$ cat src/rtl/pfm_pkg.sv
// Operation
// RULE1 - Pins three and four hold a built-in role while the reset output is low, and afterwards the keep bit (bit 7) keeps the selected function at 1 or disables it at 0.
// RULE2 - Select codes 0000, 0001 and 0010 make the pin the first general output, the second general output and the active-low interrupt request output.
// RULE3 - Select codes 0011 to 0110 make the pin an input for sleep, deeper sleep, rail one and two enable, and power off requests.
// RULE4 - Codes 0111 and 1000 are the external enable inputs one and two, have no function on pins three and four, and software must not program them there.
// RULE5 - Pin five alone also accepts code 1001, the system monitor function.
// RULE6 - A general output drives the pin from the level field, 00 giving low and 01 giving high.
// RULE7 - An external enable output on pins three or four stays inactive until the reset output has gone high.
// RULE8 - The reset value of pin five's select comes from pin three's sensed level: high gives 0011, high impedance or low gives 0010.
// RULE9 - Before the reset output goes high, pins three and four choose the rail voltage selection.
// RULE10 - Host software raises an external enable output through the level field only after the reset output has gone high.
// RULE11 - Select codes above the valid range leave the pin inactive, driving nothing and ignoring its input, without disturbing other pins.
// RULE12 - Reserved bits, bit 2 of each register among them, read as zero and ignore writes.
`default_nettype none
package pfm_pkg;
   localparam int          PIN_COUNT  = 3;
   localparam int          PIN5_IDX   = 2;
   localparam logic [7:0]  ADDR_PIN3  = 8'h07;
   localparam logic [7:0]  ADDR_PIN4  = 8'h08;
   localparam logic [7:0]  ADDR_PIN5  = 8'h09;
   localparam int          KEEP_BIT   = 7;
   localparam int          SEL_HI     = 6;
   localparam int          SEL_LO     = 3;
   localparam int          LVL_HI     = 1;
   localparam int          LVL_LO     = 0;
   localparam logic [1:0]  LVL_LOW    = 2'h0;
   localparam logic [1:0]  LVL_HIGH   = 2'h1;
   localparam logic [1:0]  LVL_RESET  = 2'h0;
   localparam logic        KEEP_RESET = 1'h0;
   localparam logic [7:0]  RDATA_ZERO = 8'h00;
   localparam logic [1:0]  VSEL_RESET = 2'h0;

   typedef enum logic [3:0] {
      FUNC_GEN_OUT1  = 4'h0,
      FUNC_GEN_OUT2  = 4'h1,
      FUNC_IRQ_OUT   = 4'h2,
      FUNC_SLEEP     = 4'h3,
      FUNC_DEEP      = 4'h4,
      FUNC_RAIL12    = 4'h5,
      FUNC_POWER_OFF = 4'h6,
      FUNC_EXT_IN1   = 4'h7,
      FUNC_EXT_IN2   = 4'h8,
      FUNC_SYSTEM_MONITOR_FUNCTION    = 4'h9
   } pfm_func_t;

   localparam logic [3:0]  SEL_RESET       = 4'h0;
   localparam logic [3:0]  PIN5_SEL_LOW    = 4'h2;
   localparam logic [3:0]  PIN5_SEL_HIGH   = 4'h3;

   // index of each input function in the function vector
   localparam int FN_SLEEP     = 0;
   localparam int FN_DEEP      = 1;
   localparam int FN_RAIL12    = 2;
   localparam int FN_POWER_OFF = 3;
   localparam int FN_EXT_IN1   = 4;
   localparam int FN_EXT_IN2   = 5;
   localparam int FN_SYSTEM_MONITOR_FUNCTION    = 6;
   localparam int FN_COUNT     = 7;
endpackage
`default_nettype wire

$ cat src/rtl/pfm_pin_slice.sv
`default_nettype none
module pfm_pin_slice
   import pfm_pkg::*;
#(
   parameter bit HAS_KEEP    = 1'b1,
   parameter bit HAS_MONITOR = 1'b0
) (
   input  wire logic [3:0]          sel,
   input  wire logic [1:0]          level,
   input  wire logic                keep,
   input  wire logic                reset_out_high,
   input  wire logic                pad_in,
   input  wire logic                irq_low,
   output logic                     drive_en,
   output logic                     drive_level,
   output logic [FN_COUNT-1:0]      func_in,
   output logic                     vsel_role
);
   wire logic active;
   wire logic lvl_high;
   wire logic is_gen;
   wire logic is_irq;
   wire logic ext_ok;

   // pins with a keep bit stay in their built-in role until release
   assign active    = HAS_KEEP ? (reset_out_high & keep) : 1'b1; // RULE1 RULE7
   assign vsel_role = HAS_KEEP & ~reset_out_high; // RULE9
   assign lvl_high  = (level == LVL_HIGH); // RULE6
   assign is_gen    = active & ((sel == FUNC_GEN_OUT1) |
                                (sel == FUNC_GEN_OUT2)); // RULE2
   assign is_irq    = active & (sel == FUNC_IRQ_OUT); // RULE2
   assign ext_ok    = active & ~HAS_KEEP; // RULE4
   // codes above the range match nothing and leave the pin idle
   assign drive_en    = is_gen | is_irq; // RULE11
   assign drive_level = is_irq ? irq_low : (is_gen & lvl_high); // RULE6

   assign func_in[FN_SLEEP]     = active & pad_in & (sel == FUNC_SLEEP); // RULE3
   assign func_in[FN_DEEP]      = active & pad_in & (sel == FUNC_DEEP); // RULE3
   assign func_in[FN_RAIL12]    = active & pad_in & (sel == FUNC_RAIL12); // RULE3
   assign func_in[FN_POWER_OFF] = active & pad_in &
                                  (sel == FUNC_POWER_OFF); // RULE3
   assign func_in[FN_EXT_IN1]   = ext_ok & pad_in & (sel == FUNC_EXT_IN1); // RULE4
   assign func_in[FN_EXT_IN2]   = ext_ok & pad_in & (sel == FUNC_EXT_IN2); // RULE4
   assign func_in[FN_SYSTEM_MONITOR_FUNCTION]    = active & HAS_MONITOR & pad_in &
                                  (sel == FUNC_SYSTEM_MONITOR_FUNCTION); // RULE5
endmodule
`default_nettype wire

$ cat src/rtl/pfm_top.sv
`default_nettype none
module pfm_top
   import pfm_pkg::*;
(
   input  wire logic                  ref_clk,
   input  wire logic                  arst_n,
   input  wire logic                  reg_wr_en,
   input  wire logic                  reg_rd_en,
   input  wire logic [7:0]            reg_addr,
   input  wire logic [7:0]            reg_wdata,
   output logic [7:0]                 reg_rdata,
   input  wire logic                  device_reset_output,
   input  wire logic                  pin3_strap_high,
   input  wire logic                  interrupt_request_low,
   input  wire logic [PIN_COUNT-1:0]  pin_pad_in,
   output logic [PIN_COUNT-1:0]       pin_pad_out,
   output logic [PIN_COUNT-1:0]       pin_pad_oe,
   output logic [1:0]                 rail_voltage_choice,
   output logic                       sleep_request,
   output logic                       deeper_sleep_request,
   output logic                       rail12_enable_request,
   output logic                       power_off_request,
   output logic                       external_enable_in_one,
   output logic                       external_enable_in_two,
   output logic                       system_monitor_function
);
   localparam logic [7:0] PIN_ADDR [PIN_COUNT] =
      '{ADDR_PIN3, ADDR_PIN4, ADDR_PIN5};

   logic [3:0]                pin_function_select [PIN_COUNT];
   logic [1:0]                pin_output_level    [PIN_COUNT];
   logic                      pin_keep_function   [PIN_COUNT];
   logic                      strap_taken;
   logic [FN_COUNT-1:0]       func_vec [PIN_COUNT];
   logic [7:0]                read_word [PIN_COUNT];
   logic [PIN_COUNT-1:0]      hit;
   logic [PIN_COUNT-1:0]      next_oe;
   logic [PIN_COUNT-1:0]      next_out;
   logic [PIN_COUNT-1:0]      vsel_role;
   logic [FN_COUNT-1:0]       next_func;
   logic [7:0]                next_rdata;

   genvar i;
   generate
      for (i = 0; i < PIN_COUNT; i++) begin : g_pin
         localparam bit HAS_KEEP = (i != PIN5_IDX);
         wire logic wr_hit;
         wire logic strap_load;
         assign hit[i]   = (reg_addr == PIN_ADDR[i]);
         assign wr_hit   = reg_wr_en & hit[i];
         // strap is caught on the first edge after reset release
         assign strap_load = !HAS_KEEP && !strap_taken &&
                             pin3_strap_high && !wr_hit; // RULE8
         // bit 2 and the pin five keep position are not stored
         assign read_word[i] = {HAS_KEEP ? pin_keep_function[i] : 1'b0,
                                pin_function_select[i], 1'b0,
                                pin_output_level[i]}; // RULE12

         always_ff @(posedge ref_clk or negedge arst_n) begin
            if (!arst_n) begin
               pin_function_select[i] <= HAS_KEEP ? SEL_RESET
                                                  : PIN5_SEL_LOW; // RULE8
               pin_output_level[i]    <= LVL_RESET;
               pin_keep_function[i]   <= KEEP_RESET;
            end else if (wr_hit) begin
               pin_function_select[i] <= reg_wdata[SEL_HI:SEL_LO];
               pin_output_level[i]    <= reg_wdata[LVL_HI:LVL_LO]; // RULE10
               pin_keep_function[i]   <= HAS_KEEP & reg_wdata[KEEP_BIT]; // RULE1
            end else if (strap_load) begin
               pin_function_select[i] <= PIN5_SEL_HIGH; // RULE8
            end
         end

         pfm_pin_slice #(
            .HAS_KEEP    (HAS_KEEP),
            .HAS_MONITOR (!HAS_KEEP)
         ) u_slice (
            .sel            (pin_function_select[i]),
            .level          (pin_output_level[i]),
            .keep           (pin_keep_function[i]),
            .reset_out_high (device_reset_output),
            .pad_in         (pin_pad_in[i]),
            .irq_low        (interrupt_request_low),
            .drive_en       (next_oe[i]),
            .drive_level    (next_out[i]),
            .func_in        (func_vec[i]),
            .vsel_role      (vsel_role[i])
         );
      end
   endgenerate

   assign next_func  = func_vec[0] | func_vec[1] | func_vec[2];
   assign next_rdata = reg_rd_en ? (({8{hit[0]}} & read_word[0]) |
                                    ({8{hit[1]}} & read_word[1]) |
                                    ({8{hit[2]}} & read_word[2]))
                                 : reg_rdata;

   always_ff @(posedge ref_clk or negedge arst_n) begin
      if (!arst_n) begin
         strap_taken <= 1'b0;
      end else begin
         strap_taken <= 1'b1;
      end
   end

   always_ff @(posedge ref_clk or negedge arst_n) begin
      if (!arst_n) begin
         pin_pad_oe  <= '0;
         pin_pad_out <= '0;
         reg_rdata   <= RDATA_ZERO;
      end else begin
         pin_pad_oe  <= next_oe; // RULE11
         pin_pad_out <= next_out; // RULE6
         reg_rdata   <= next_rdata;
      end
   end

   // rail choice follows pins three and four until release, then holds
   always_ff @(posedge ref_clk or negedge arst_n) begin
      if (!arst_n) begin
         rail_voltage_choice <= VSEL_RESET;
      end else if (|vsel_role) begin
         rail_voltage_choice <= pin_pad_in[1:0]; // RULE9
      end
   end

   always_ff @(posedge ref_clk or negedge arst_n) begin
      if (!arst_n) begin
         sleep_request           <= 1'b0;
         deeper_sleep_request    <= 1'b0;
         rail12_enable_request   <= 1'b0;
         power_off_request       <= 1'b0;
         external_enable_in_one  <= 1'b0;
         external_enable_in_two  <= 1'b0;
         system_monitor_function <= 1'b0;
      end else begin
         sleep_request           <= next_func[FN_SLEEP]; // RULE3
         deeper_sleep_request    <= next_func[FN_DEEP];
         rail12_enable_request   <= next_func[FN_RAIL12];
         power_off_request       <= next_func[FN_POWER_OFF];
         external_enable_in_one  <= next_func[FN_EXT_IN1]; // RULE4
         external_enable_in_two  <= next_func[FN_EXT_IN2];
         system_monitor_function <= next_func[FN_SYSTEM_MONITOR_FUNCTION]; // RULE5
      end
   end
endmodule
`default_nettype wire

$ cat config.mk
export PLATFORM = sky130hd
export DESIGN_NAME = pfm_top
export DESIGN_NICKNAME = d
export VERILOG_FILES = /design/src/rtl/pfm_pkg.sv /design/src/rtl/pfm_pin_slice.sv /design/src/rtl/pfm_top.sv
export SDC_FILE = /design/constraint.sdc
export NUM_CORES = 1
export LEC_CHECK = 0
export BUFFER_PORTS_ARGS = -buffer_cell sky130_fd_sc_hd__buf_2
export CAP_MARGIN = 20
export CORE_AREA = 2 2 62 64
export DETAILED_ROUTE_END_ITERATION = 16
export DIE_AREA = 0 0 64 66
export GPL_TIMING_DRIVEN = 1
export PLACE_DENSITY = 0.78
export RECOVER_POWER = 25
export SETUP_SLACK_MARGIN = 0.05
export SLEW_MARGIN = 20
export SYNTH_ARGS = -nofsm -noshare
export SYNTH_HDL_FRONTEND = slang
export SYNTH_SLANG_ARGS = --single-unit
$ cat constraint.sdc
create_clock -name ref_clk -period 2 [get_ports ref_clk]
set_input_delay 0.4 -clock ref_clk [delete_from_list [all_inputs] [get_ports ref_clk]]
set_output_delay 0.4 -clock ref_clk [all_outputs]
set_load 0.01 [all_outputs]
==> summary.txt, run 1 <==
Synth
  • Avg Inst Size Synth: 12.6 um^2
  • Synthesis-stage register bit count: 43
  • Cell area after synthesis: 1930 um^2
  • Ranking of synthesized cells by area: dfrtp_1 (54%), mux2_2 (15%), a221o_1 (4.7%)
  • Area leader, netlist: dfrtp_1
  • Post-synth top area share: 54.3%
  • Syn nets: 180
  • Post-synthesis sequential area ratio: 55.7%
  • Mapped Cells: 154
  • YS warnings: 0
  • Post-synth cell types: 34

Timing
  • Worst Tran Pin Value: 1030 ps
  • Fin Setup TNS: 0 ps
  • Final setup viols: 0
  • Clk_skew: 3.00 ps
  • Rel. slew slack: 31.6%
  • Final hold violations: 0
  • RSZ-0062 raised after global routing: no
  • Slew Limit Fails: 0
  • Tcrit/Tclk final: 74.7%
  • Hold WS: 289 ps
  • Fmax: 670 MHz
  • Final Critical Period: 1490 ps

Finish
  • Multi-input logic area: 801 um^2
  • Share of cells above drive strength 1: 43.1%
  • Cell area after layout: 2290 um^2
  • Nets: 229
  • Core Util, Final: 64.4%
  • N_diodes: 0
  • Area grow syn2layout: 18.2%
  • Sequential cell area: 1080 um^2
  • Layout filler cell count: 278

GRT
  • Vias in the first global route: 1420
  • Overflow after GRT: 0
  • GRT Util Overall: 21.8%
  • Initial antenna violation count: 0
  • First-pass GRT wire length: 6840 um
  • Largest net degree at the start of global routing: 44

Routing
  • Initial DRT Pass Iterations: 4
  • Total Wirelength: 4200 um
  • Wirelength per Cell: 16.7 um
  • Drt drc: 0
  • Vias: 1431
  • Routed Antenna Nets: 0
  • Starting DRT DRC Count: 56
  • Routed vias/inst: 5.68

Setup path
  • CP endpoint kind: flop
  • Worst EP arrival: 1730 ps
  • CP startpoint: reg_addr[1]
  • Critical Path RT: 2240 ps
  • Max FO, Critical Path: 7
  • Worst Setup Path Type: input pin to flop
  • CP startpoint kind: input pin
  • Worst r2r src: pin_function_select[11]$_DFFE_PN0P_

Placement
  • Dpl hpwl: 3140 um
  • Dpl cell area: 2200 um^2
  • Routability cong.: 0.815
  • # port buffers: 46

Floorplan
  • Chip height: 66 um
  • FP Rows: 22
  • Core area: 3550 um^2
  • Die X: 64 um
  • Die area: 4220 um^2
  • # IOs: 49
  • Starting Density: 54.5%

Clocking
  • CTS tree: built
  • Root buf cell: clkbuf_4
  • H-tree levels: 2
  • Cts hold-fix bufs: 0
  • Clk buf depth: 2
  • Cts repair resizes: 0
  • Post-CTS setup buffer count: 0
  • Cts bufs inserted: 5
  • Clk slew on worst S/H paths: 120 ps
  • Clock Latency Late Sink: 340 ps
  • CTS Sinks: 43

Power
  • Worst vdd ir: 0.518 mV
  • Lkg Pwr: 1.20 nW
  • Power Density: 700 nW/um^2

Run status
  • Outcome: complete, no violations

Min path
  • HP Class: input pin to asynchronous set/reset pin

Job
  • Max-Cap Viols: 0
## Yosys cell counts
master	number
nand3b_1	2
mux2_2	25
nor4_4	1
and4b_1	4
a22oi_1	2
a32oi_1	1
buf_2	2
buf_6	1
nand3_1	2
nand3_2	1
dfrtp_1	42
o211ai_1	2
and2_1	1
nor3_1	3
nor2_1	9
dfstp_2	1
and3_2	2
nor2b_1	10
nand2_1	6
a21oi_1	2
nand4_1	3
clkbuf_2	1
nand4_2	1
a221o_1	9
nor3b_1	1
conb_1	2
or3b_2	1
buf_4	1
clkbuf_1	1
and3b_1	2
nand2b_1	5
inv_1	5
o21ai_0	1
mux2i_1	2
## metal layers
layer / GRT usage, % / up-vias / share of wire (%)
met3: 5.45 / 12 / 4.8
met1: 25.4 / 718 / 40
met4: 9.51 / 0 / 1.8
li1: - / 653 / -
met5: 0 / - / 0
met2: 38.2 / 48 / 53
## logic make-up (layout without fill, tap and decap cells)
logic type      count (synthesis)  in the layout  share of synthesized area [%]
flops                          43             43                           55.7
other cells                     2              2                          0.388
mux                            27             27                           15.6
buf+inv                        11             61                           2.91
simple gates                   54             54                           18.0
compound gates                 17             17                           7.44
## worst max-delay path, stage by stage
cell and delay, ps:
buf_2 110, nor3b_1 340, and4b_1 490, mux2_2 390
## flip-flops by register name, indices dropped and copies added (netlist names), 2 cells and up
name                 cells
pin_function_select     12
pin_keep_function        2
pin_output_level         6
pin_pad_oe               3
pin_pad_out              3
rail_voltage_choice      2
reg_rdata                7
## worst paths after layout
check	cells after the start	endpoint	slack, ps
max in group asynchronous	2	reg_rdata[1]$_DFFE_PN0P_	1070
hold reg to reg	1	rail_voltage_choice[0]$_DFFE_PN0N_	520
setup / recovery	4	pin_keep_function[1]$_DFFE_PN0P_	510
setup reg to reg	3	sleep_request$_DFF_PN0_	650
hold / removal	2	external_enable_in_one$_DFF_PN0_	290
min in group ref_clk	2	pin_output_level[5]$_DFFE_PN0P_	320
## final cells by class
cell class                 instances  share of cell area, %
inverter                           5                  0.821
timing repair buffer              48                   10.6
tap                               48                   2.63
sequential                        43                   47.1
clock buffer                       6                   2.24
multi-input combinational        100                   35.0
clock inverter                     2                   1.53
## per-stage QoR
stage          std cells  power, mW  setup slack, ps
3_5_place_dp         244       1.06              145
4_1_cts              252       1.61              527
5_1_grt              252       1.67              488
3_3_place_gp         244       1.05              237
6_report             252       1.60              507
2_1_floorplan        154      0.978              450
## report_power, final
| group | switching, mW | internal [mW] |
|---|---|---|
| clock | 0.268 | 0.296 |
| sequential | 0.0216 | 0.893 |
| combinational | 0.0677 | 0.0552 |
| total | 0.357 | 1.24 |
## placed cells by master, fill, tap and decap left out, types with 2 or more instances in the layout
cell,instances
dfrtp_1,42
a221o_1,9
nor2b_1,10
nand3_1,2
nand3b_1,2
nand2b_1,5
mux2_2,25
conb_1,2
a21oi_1,2
and3b_1,2
nand4_1,3
nor2_1,9
and4b_1,4
o211ai_1,2
and3_2,2
clkbuf_4,5
mux2i_1,2
a22oi_1,2
nand2_1,6
buf_2,46
nor3_1,3
inv_1,5
No activity file was read; power rests on OpenSTA's default activity.
==> run 2, diff against run 1 <==
- CORE_AREA: 2 2 62 64 -> 2 2 68 70
- DIE_AREA: 0 0 64 66 -> 0 0 70 72
- PLACE_DENSITY: 0.78 -> 0.68
- clock period: 2 -> 1.2 ns (I/O delays scaled with it)
==> run 2 against run 1 <==
The flow now finishes with violations (setup timing). Sequential power grew 66%. Register-to-register slack lost 700 ps. Combinational power grew 120%. Wire length grew 7.8%. Core utilization shrank 5.1 points. Hold slack lost 91 ps. Sequential share of layout area shrank 4.5 points. Via count grew 6.1%. Critical endpoint is now deeper_sleep_request$_DFF_PN0_. Largest cell class unchanged. Largest power group unchanged. Highest routed layer unchanged.
==> summary.txt, run 2 (synthesis results as in run 1) <==
Run status
  • Outcome: complete, but fails checks
  • Failing checks: setup timing

Setup path
  • Worst R2R End: deeper_sleep_request$_DFF_PN0_
  • CP startpoint: pin_keep_function[2]$_DFFE_PN0P_
  • Worst Setup Path Type: flop to flop
  • CP Capture Point: deeper_sleep_request$_DFF_PN0_
  • CP max-delay cell: dfrtp_1
  • CP endpoint kind: flop
  • Worst EP arrival: 1420 ps
  • CP startpoint kind: flop
  • Cell chain of the critical path: and3b_2, and4b_1, a221o_1
  • Max FO, Critical Path: 3
  • Worst r2r src: pin_keep_function[2]$_DFFE_PN0P_
  • Reg2Reg Depth: 3
  • Max stage delay on crit path: 380 ps
  • R2r setup slk: -50 ps
  • Critical Path RT: 1380 ps

Finish
  • Nets: 251
  • Core Util, Final: 59.3%
  • Largest regs: pin_function_select x12, reg_rdata x7, pin_output_level x6
  • Most frequent cells in the layout: buf_2 (43), dfrtp_1 (41), buf_4 (20)
  • Sequential cell area: 1080 um^2
  • Share of cells above drive strength 1: 47.8%
  • Max FFs per register: 12
  • Multi-input logic area: 847 um^2
  • Largest Register: pin_function_select
  • N_diodes: 0
  • Layout filler cell count: 356
  • Area grow syn2layout: 30.7%
  • Leading cell type in the layout, fill and taps excluded: buf_2

Clocking
  • Clock Latency Late Sink: 290 ps
  • CTS Sinks: 43
  • CTS tree: built
  • Clk slew on worst S/H paths: 80 ps
  • Clk buf depth: 2
  • Root buf cell: clkbuf_8
  • Cts bufs inserted: 5
  • H-tree levels: 2

Timing
  • Clk_skew: 7.01 ps
  • Final hold violations: 0
  • RSZ-0062 raised after global routing: yes
  • Slew Limit Fails: 0
  • Final Critical Period: 1250 ps
  • Tcrit/Tclk final: 104%
  • Worst setup margin: -48.9 ps
  • Fmax: 801 MHz
  • Final setup viols: 2

Routing
  • Initial DRT Pass Iterations: 4
  • Starting DRT DRC Count: 74
  • Routed vias/inst: 5.46
  • Vias: 1519
  • Routed Antenna Nets: 0
  • Wirelength per Cell: 16.3 um
  • Drt drc: 0
  • Total Wirelength: 4530 um

Power
  • Power Density: 1050 nW/um^2
  • Lkg Pwr: 1.31 nW
  • Worst vdd ir: 0.591 mV
  • Final Power: 2.66 mW

GRT
  • First-pass GRT wire length: 7410 um
  • Initial antenna violation count: 0
  • Vias in the first global route: 1522
  • Overflow after GRT: 0
  • GRT Util Overall: 19.3%
  • Largest net degree at the start of global routing: 27

Floorplan
  • Chip height: 72 um
  • Die X: 70 um
  • FP Rows: 24
  • # IOs: 49
  • Die area: 5040 um^2
  • Core area: 4260 um^2
  • Starting Density: 45.4%

Placement
  • # port buffers: 46
  • Routability cong.: 0.929
  • Dpl hpwl: 3430 um

Job
  • Max-Cap Viols: 0

Min path
  • HP Class: input pin to flop
  • Hold_sp: reg_wdata[7]
## run 2: how the worst min path moves through the flow
stage	to	slack (ps)	cells after the start
floorplan	deeper_sleep_request$_DFF_PN0_	-60	0
global placement	external_enable_in_one$_DFF_PN0_	200	1
detailed placement	external_enable_in_one$_DFF_PN0_	220	1
CTS	pin_keep_function[1]$_DFFE_PN0P_	180	2
global route	pin_keep_function[1]$_DFFE_PN0P_	190	2
finish	pin_keep_function[1]$_DFFE_PN0P_	200	2
## run 2: final cells by class
| class | count | share of cell area (%) |
|---|---|---|
| repair buffers | 70 | 17.3 |
| flip-flops and latches | 43 | 42.7 |
| well taps | 52 | 2.57 |
| inverters | 5 | 0.742 |
| clock inverters | 1 | 0.198 |
| multi-input cells | 100 | 33.5 |
| clock buffers | 7 | 3.02 |
## run 2: per-stage QoR
stage / TNS [ps] / worst slack, ps / cells / hold WS, ps / instance area, um^2
after floorplan: -1580 / -180 / 154 / -55.6 / 1970
after global placement: -5360 / -251 / 265 / 203 / 2390
after detailed placement: -6030 / -279 / 265 / 218 / 2390
after CTS: -103 / -51.5 / 276 / 185 / 2510
after global routing: -191 / -95.6 / 278 / 187 / 2530
final: -97.6 / -48.9 / 278 / 198 / 2530
## run 2: what timing repair did
action	4_1_cts	5_1_grt
pin swaps	4	3
endpoints found under the hold margin	16	0
endpoints found under the setup margin	10	21
hold buffers	1	0
resized for setup	3	4
setup buffers	2	2
## run 2: where the power goes
part | switching [mW] | leakage [nW] | total [mW] | internal, mW
Clock | 0.463 | 0.0422 | 0.871 | 0.408
Sequential | 0.0313 | 0.577 | 1.52 | 1.49
Combinational | 0.130 | 0.695 | 0.266 | 0.136
Total | 0.624 | 1.31 | 2.66 | 2.03
## run 2: layer usage
metal | up-vias | track usage (%) | part of all wire (%)
li1 | 698 | - | -
met1 | 748 | 23.1 | 41
met2 | 59 | 33.7 | 51
met3 | 14 | 4.86 | 4.9
met4 | 0 | 7.48 | 2.8
met5 | - | 0 | 0
## run 2: critical path: cells and delay by family (launching register included)
kind,cells,cell delay [ps]
AO/OA/AOI/OAI,1,320
flip-flops,1,380
AND/OR/NAND/NOR,2,430
==> run 3, diff against run 2 <==
- ABC_AREA: unset -> 1
- CORE_AREA: 2 2 68 70 -> 2 2 67 69
- DIE_AREA: 0 0 70 72 -> 0 0 69 71
- PLACE_DENSITY: 0.68 -> 0.72
- clock period: 1.2 -> 1.28 ns (I/O delays scaled with it)
==> run 3 against run 2 <==
Register-to-register slack gained 190 ps. Highest routed layer unchanged. Area after synthesis grew 10%. Flip-flop and latch count is the same. Critical path depth grew 1. Synthesized cell count grew 67%. Via count grew 17%. Combinational power grew 5%. The run now ends clean. Setup slack gained 190 ps.
==> summary.txt, run 3 <==
Finish
  • N_diodes: 0
  • Core Util, Final: 60.0%
  • Most frequent cells in the layout: nand2_1 (51), buf_2 (46), dfrtp_1 (42)
  • Area grow syn2layout: 18.2%
  • Max FFs per register: 12
  • Leading cell type in the layout, fill and taps excluded: nand2_1
  • Share of cells above drive strength 1: 27.9%
  • Nets: 337
  • Largest Register: pin_function_select
  • Largest regs: pin_function_select x12, reg_rdata x7, pin_output_level x6
  • Non-Filler Instances: 364

Placement
  • # port buffers: 46
  • Cells after DPL: 355
  • Routability cong.: 0.884
  • Dpl hpwl: 3430 um
  • Pre-CTS WS: -0.0416 ps

Setup path
  • CP endpoint kind: flop
  • Worst r2r src: pin_function_select[7]$_DFFE_PN0P_
  • CP startpoint kind: flop
  • Max FO, Critical Path: 4
  • CP max-delay cell: dfrtp_1
  • Worst EP arrival: 1340 ps
  • CP startpoint: pin_function_select[7]$_DFFE_PN0P_
  • Worst R2R End: pin_pad_out[1]$_DFF_PN0_
  • Worst Setup Path Type: flop to flop
  • R2r setup slk: 140 ps
  • Max stage delay on crit path: 440 ps
  • Critical Path RT: 1480 ps
  • Reg2Reg Depth: 4
  • Cell chain of the critical path: or2_2, nor2_2, inv_1, a21oi_1

Synth
  • Avg Inst Size Synth: 8.31 um^2
  • YS warnings: 0
  • Top cells by instance count after synthesis: nand2_1 (51), dfrtp_1 (42), nor2_1 (42)
  • Post-synth cell types: 28
  • Post-synthesis sequential area ratio: 50.5%
  • EDFF count, synth: 0
  • Post-synth top area share: 49.2%
  • Cell area after synthesis: 2130 um^2
  • Ranking of synthesized cells by area: dfrtp_1 (49%), nand2_1 (9.0%), nand3_1 (7.5%)
  • Synthesis-stage register bit count: 43
  • Syn nets: 283
  • Mapped Cells: 257
  • Async SR Flop Fraction: 100%
  • Top_reg_cell synth: dfrtp_1
  • Area leader, netlist: dfrtp_1
  • Most frequent cell after synthesis: nand2_1

Power
  • Flop pwr share: 55.9%
  • NetSw: 645 uW
  • Int Pwr: 1.95 mW
  • Lkg Pwr: 1.39 nW
  • Power Density: 1030 nW/um^2
  • Final Power: 2.60 mW
  • Clock power frac: 33.3%
  • Comb pwr share: 10.8%
  • Worst vdd ir: 0.482 mV
  • Sw Ratio: 24.8%

GRT
  • GRT Util Overall: 19.2%
  • Initial antenna violation count: 0
  • Overflow after GRT: 0
  • Vias in the first global route: 1607
  • First-pass GRT wire length: 7450 um
  • Largest net degree at the start of global routing: 23

Floorplan
  • Starting Density: 50.8%
  • Chip height: 71 um
  • # IOs: 49
  • FP Rows: 24
  • Die X: 69 um
  • Die area: 4900 um^2
  • Core area: 4200 um^2

Timing
  • RSZ-0062 raised after global routing: no
  • Tcrit/Tclk final: 88.8%
  • Final hold violations: 0
  • Slew Limit Fails: 0
  • Final setup viols: 0
  • Worst setup margin: 143 ps
  • Clk_skew: 10.2 ps
  • Fmax: 880 MHz
  • Final Critical Period: 1140 ps

Clocking
  • CTS tree: built
  • Cts bufs inserted: 5
  • Clk slew on worst S/H paths: 80 ps
  • Clock Latency Late Sink: 290 ps
  • CTS Sinks: 43
  • Clk buf depth: 2
  • Root buf cell: clkbuf_8
  • H-tree levels: 2

Min path
  • Worst Hold End: pin_function_select[11]$_DFFE_PN0P_
  • Worst hold path depth: 3
  • Hold_sp: reg_wdata[6]
  • HP Class: input pin to flop

Routing
  • Starting DRT DRC Count: 175
  • Routed Antenna Nets: 0
  • Initial DRT Pass Iterations: 4
  • Vias: 1776
  • Drt drc: 0
  • Wirelength per Cell: 11.9 um
  • Total Wirelength: 4330 um
  • Routed vias/inst: 4.88

Run status
  • Outcome: complete, no violations

Job
  • Max-Cap Viols: 0
-- run 3: cell types whose count changed in the layout (fill, tap and decap cells not counted), sizes merged, moves of 4 or more --
| cell | before | now |
|---|---|---|
| nand2b | 5 | 0 |
| nor2b | 10 | 0 |
| a221o | 9 | 0 |
| and4b | 4 | 0 |
| nand2 | 6 | 57 |
| nor2 | 9 | 47 |
| nand3 | 3 | 33 |
| mux2 | 25 | 1 |
| o21ai | 1 | 18 |
| buf | 67 | 52 |
| inv | 5 | 34 |
-- run 3: critical path: cells and delay by family (launching register included) --
family,cells,cell delay (ps)
flops,1,440
simple gates,2,420
buf+inv,1,60
compound gates,1,130
-- run 3: worst max path at each step --
stage | depth (start not counted) | slack, ps | end
final | 4 | 140 | pin_pad_out[1]$_DFF_PN0_
after global routing | 9 | 50 | pin_function_select[0]$_DFFE_PN0P_
after CTS | 4 | 120 | pin_pad_out[1]$_DFF_PN0_
after detailed placement | 9 | -0.04 | reg_rdata[4]$_DFFE_PN0P_
after global placement | 9 | 50 | reg_rdata[0]$_DFFE_PN0P_
after floorplan | 5 | 150 | pin_pad_out[2]$_DFF_PN0_
-- run 3: per-stage QoR --
step	area (um^2)	hold WS (ps)	TNS, ps
global placement	2420	136	0
detailed placement	2420	127	-0.0416
CTS	2530	179	0
global route	2520	180	0
finish	2520	183	0
floorplan	2130	-39.6	0
-- run 3: per-layer routing --
metal,GRT usage (%),routed length [um],up-vias
met4,8.06,76,0
met2,28.7,1960,61
met3,3.70,272,7
met5,0,0,-
met1,27.7,2020,795
li1,-,-,913
-- run 3: repair_timing --
item	in CTS	in global routing
hold buffers	1	0
setup buffers	0	0
resized for setup	0	1
endpoints found under the hold margin	6	0
setup endpoints to repair	0	1
-- run 3: power by group through the flow --
stage	Combinational (mW)	Sequential, mW	Clock [mW]
2_1_floorplan	0.142	1.48	0
6_report	0.280	1.45	0.866
5_1_grt	0.322	1.46	0.940
4_1_cts	0.285	1.45	0.879
3_3_place_gp	0.276	1.48	0
3_5_place_dp	0.282	1.48	0
-- run 3: kinds of logic (layout without fill, tap and decap cells) --
family                 after synthesis  after routing  synth area share [%]
multiplexers                         1              1                 0.528
AND/OR/NAND/NOR                    144            144                  31.7
flip-flops                          43             43                  50.5
AO/OA/AOI/OAI                       25             25                  7.97
buffers and inverters               42             97                  9.03
other                                2              2                 0.352
-- run 3: area by class of cell --
cell class                      count  area, um^2
Clock buffer                        7        86.3
Clock inverter                      1        5.00
Fill cell                         397        1680
Inverter                           34         128
Multi-Input combinational cell    172         867
Sequential cell                    43        1080
Tap cell                           52        65.1
Timing Repair Buffer               55         294
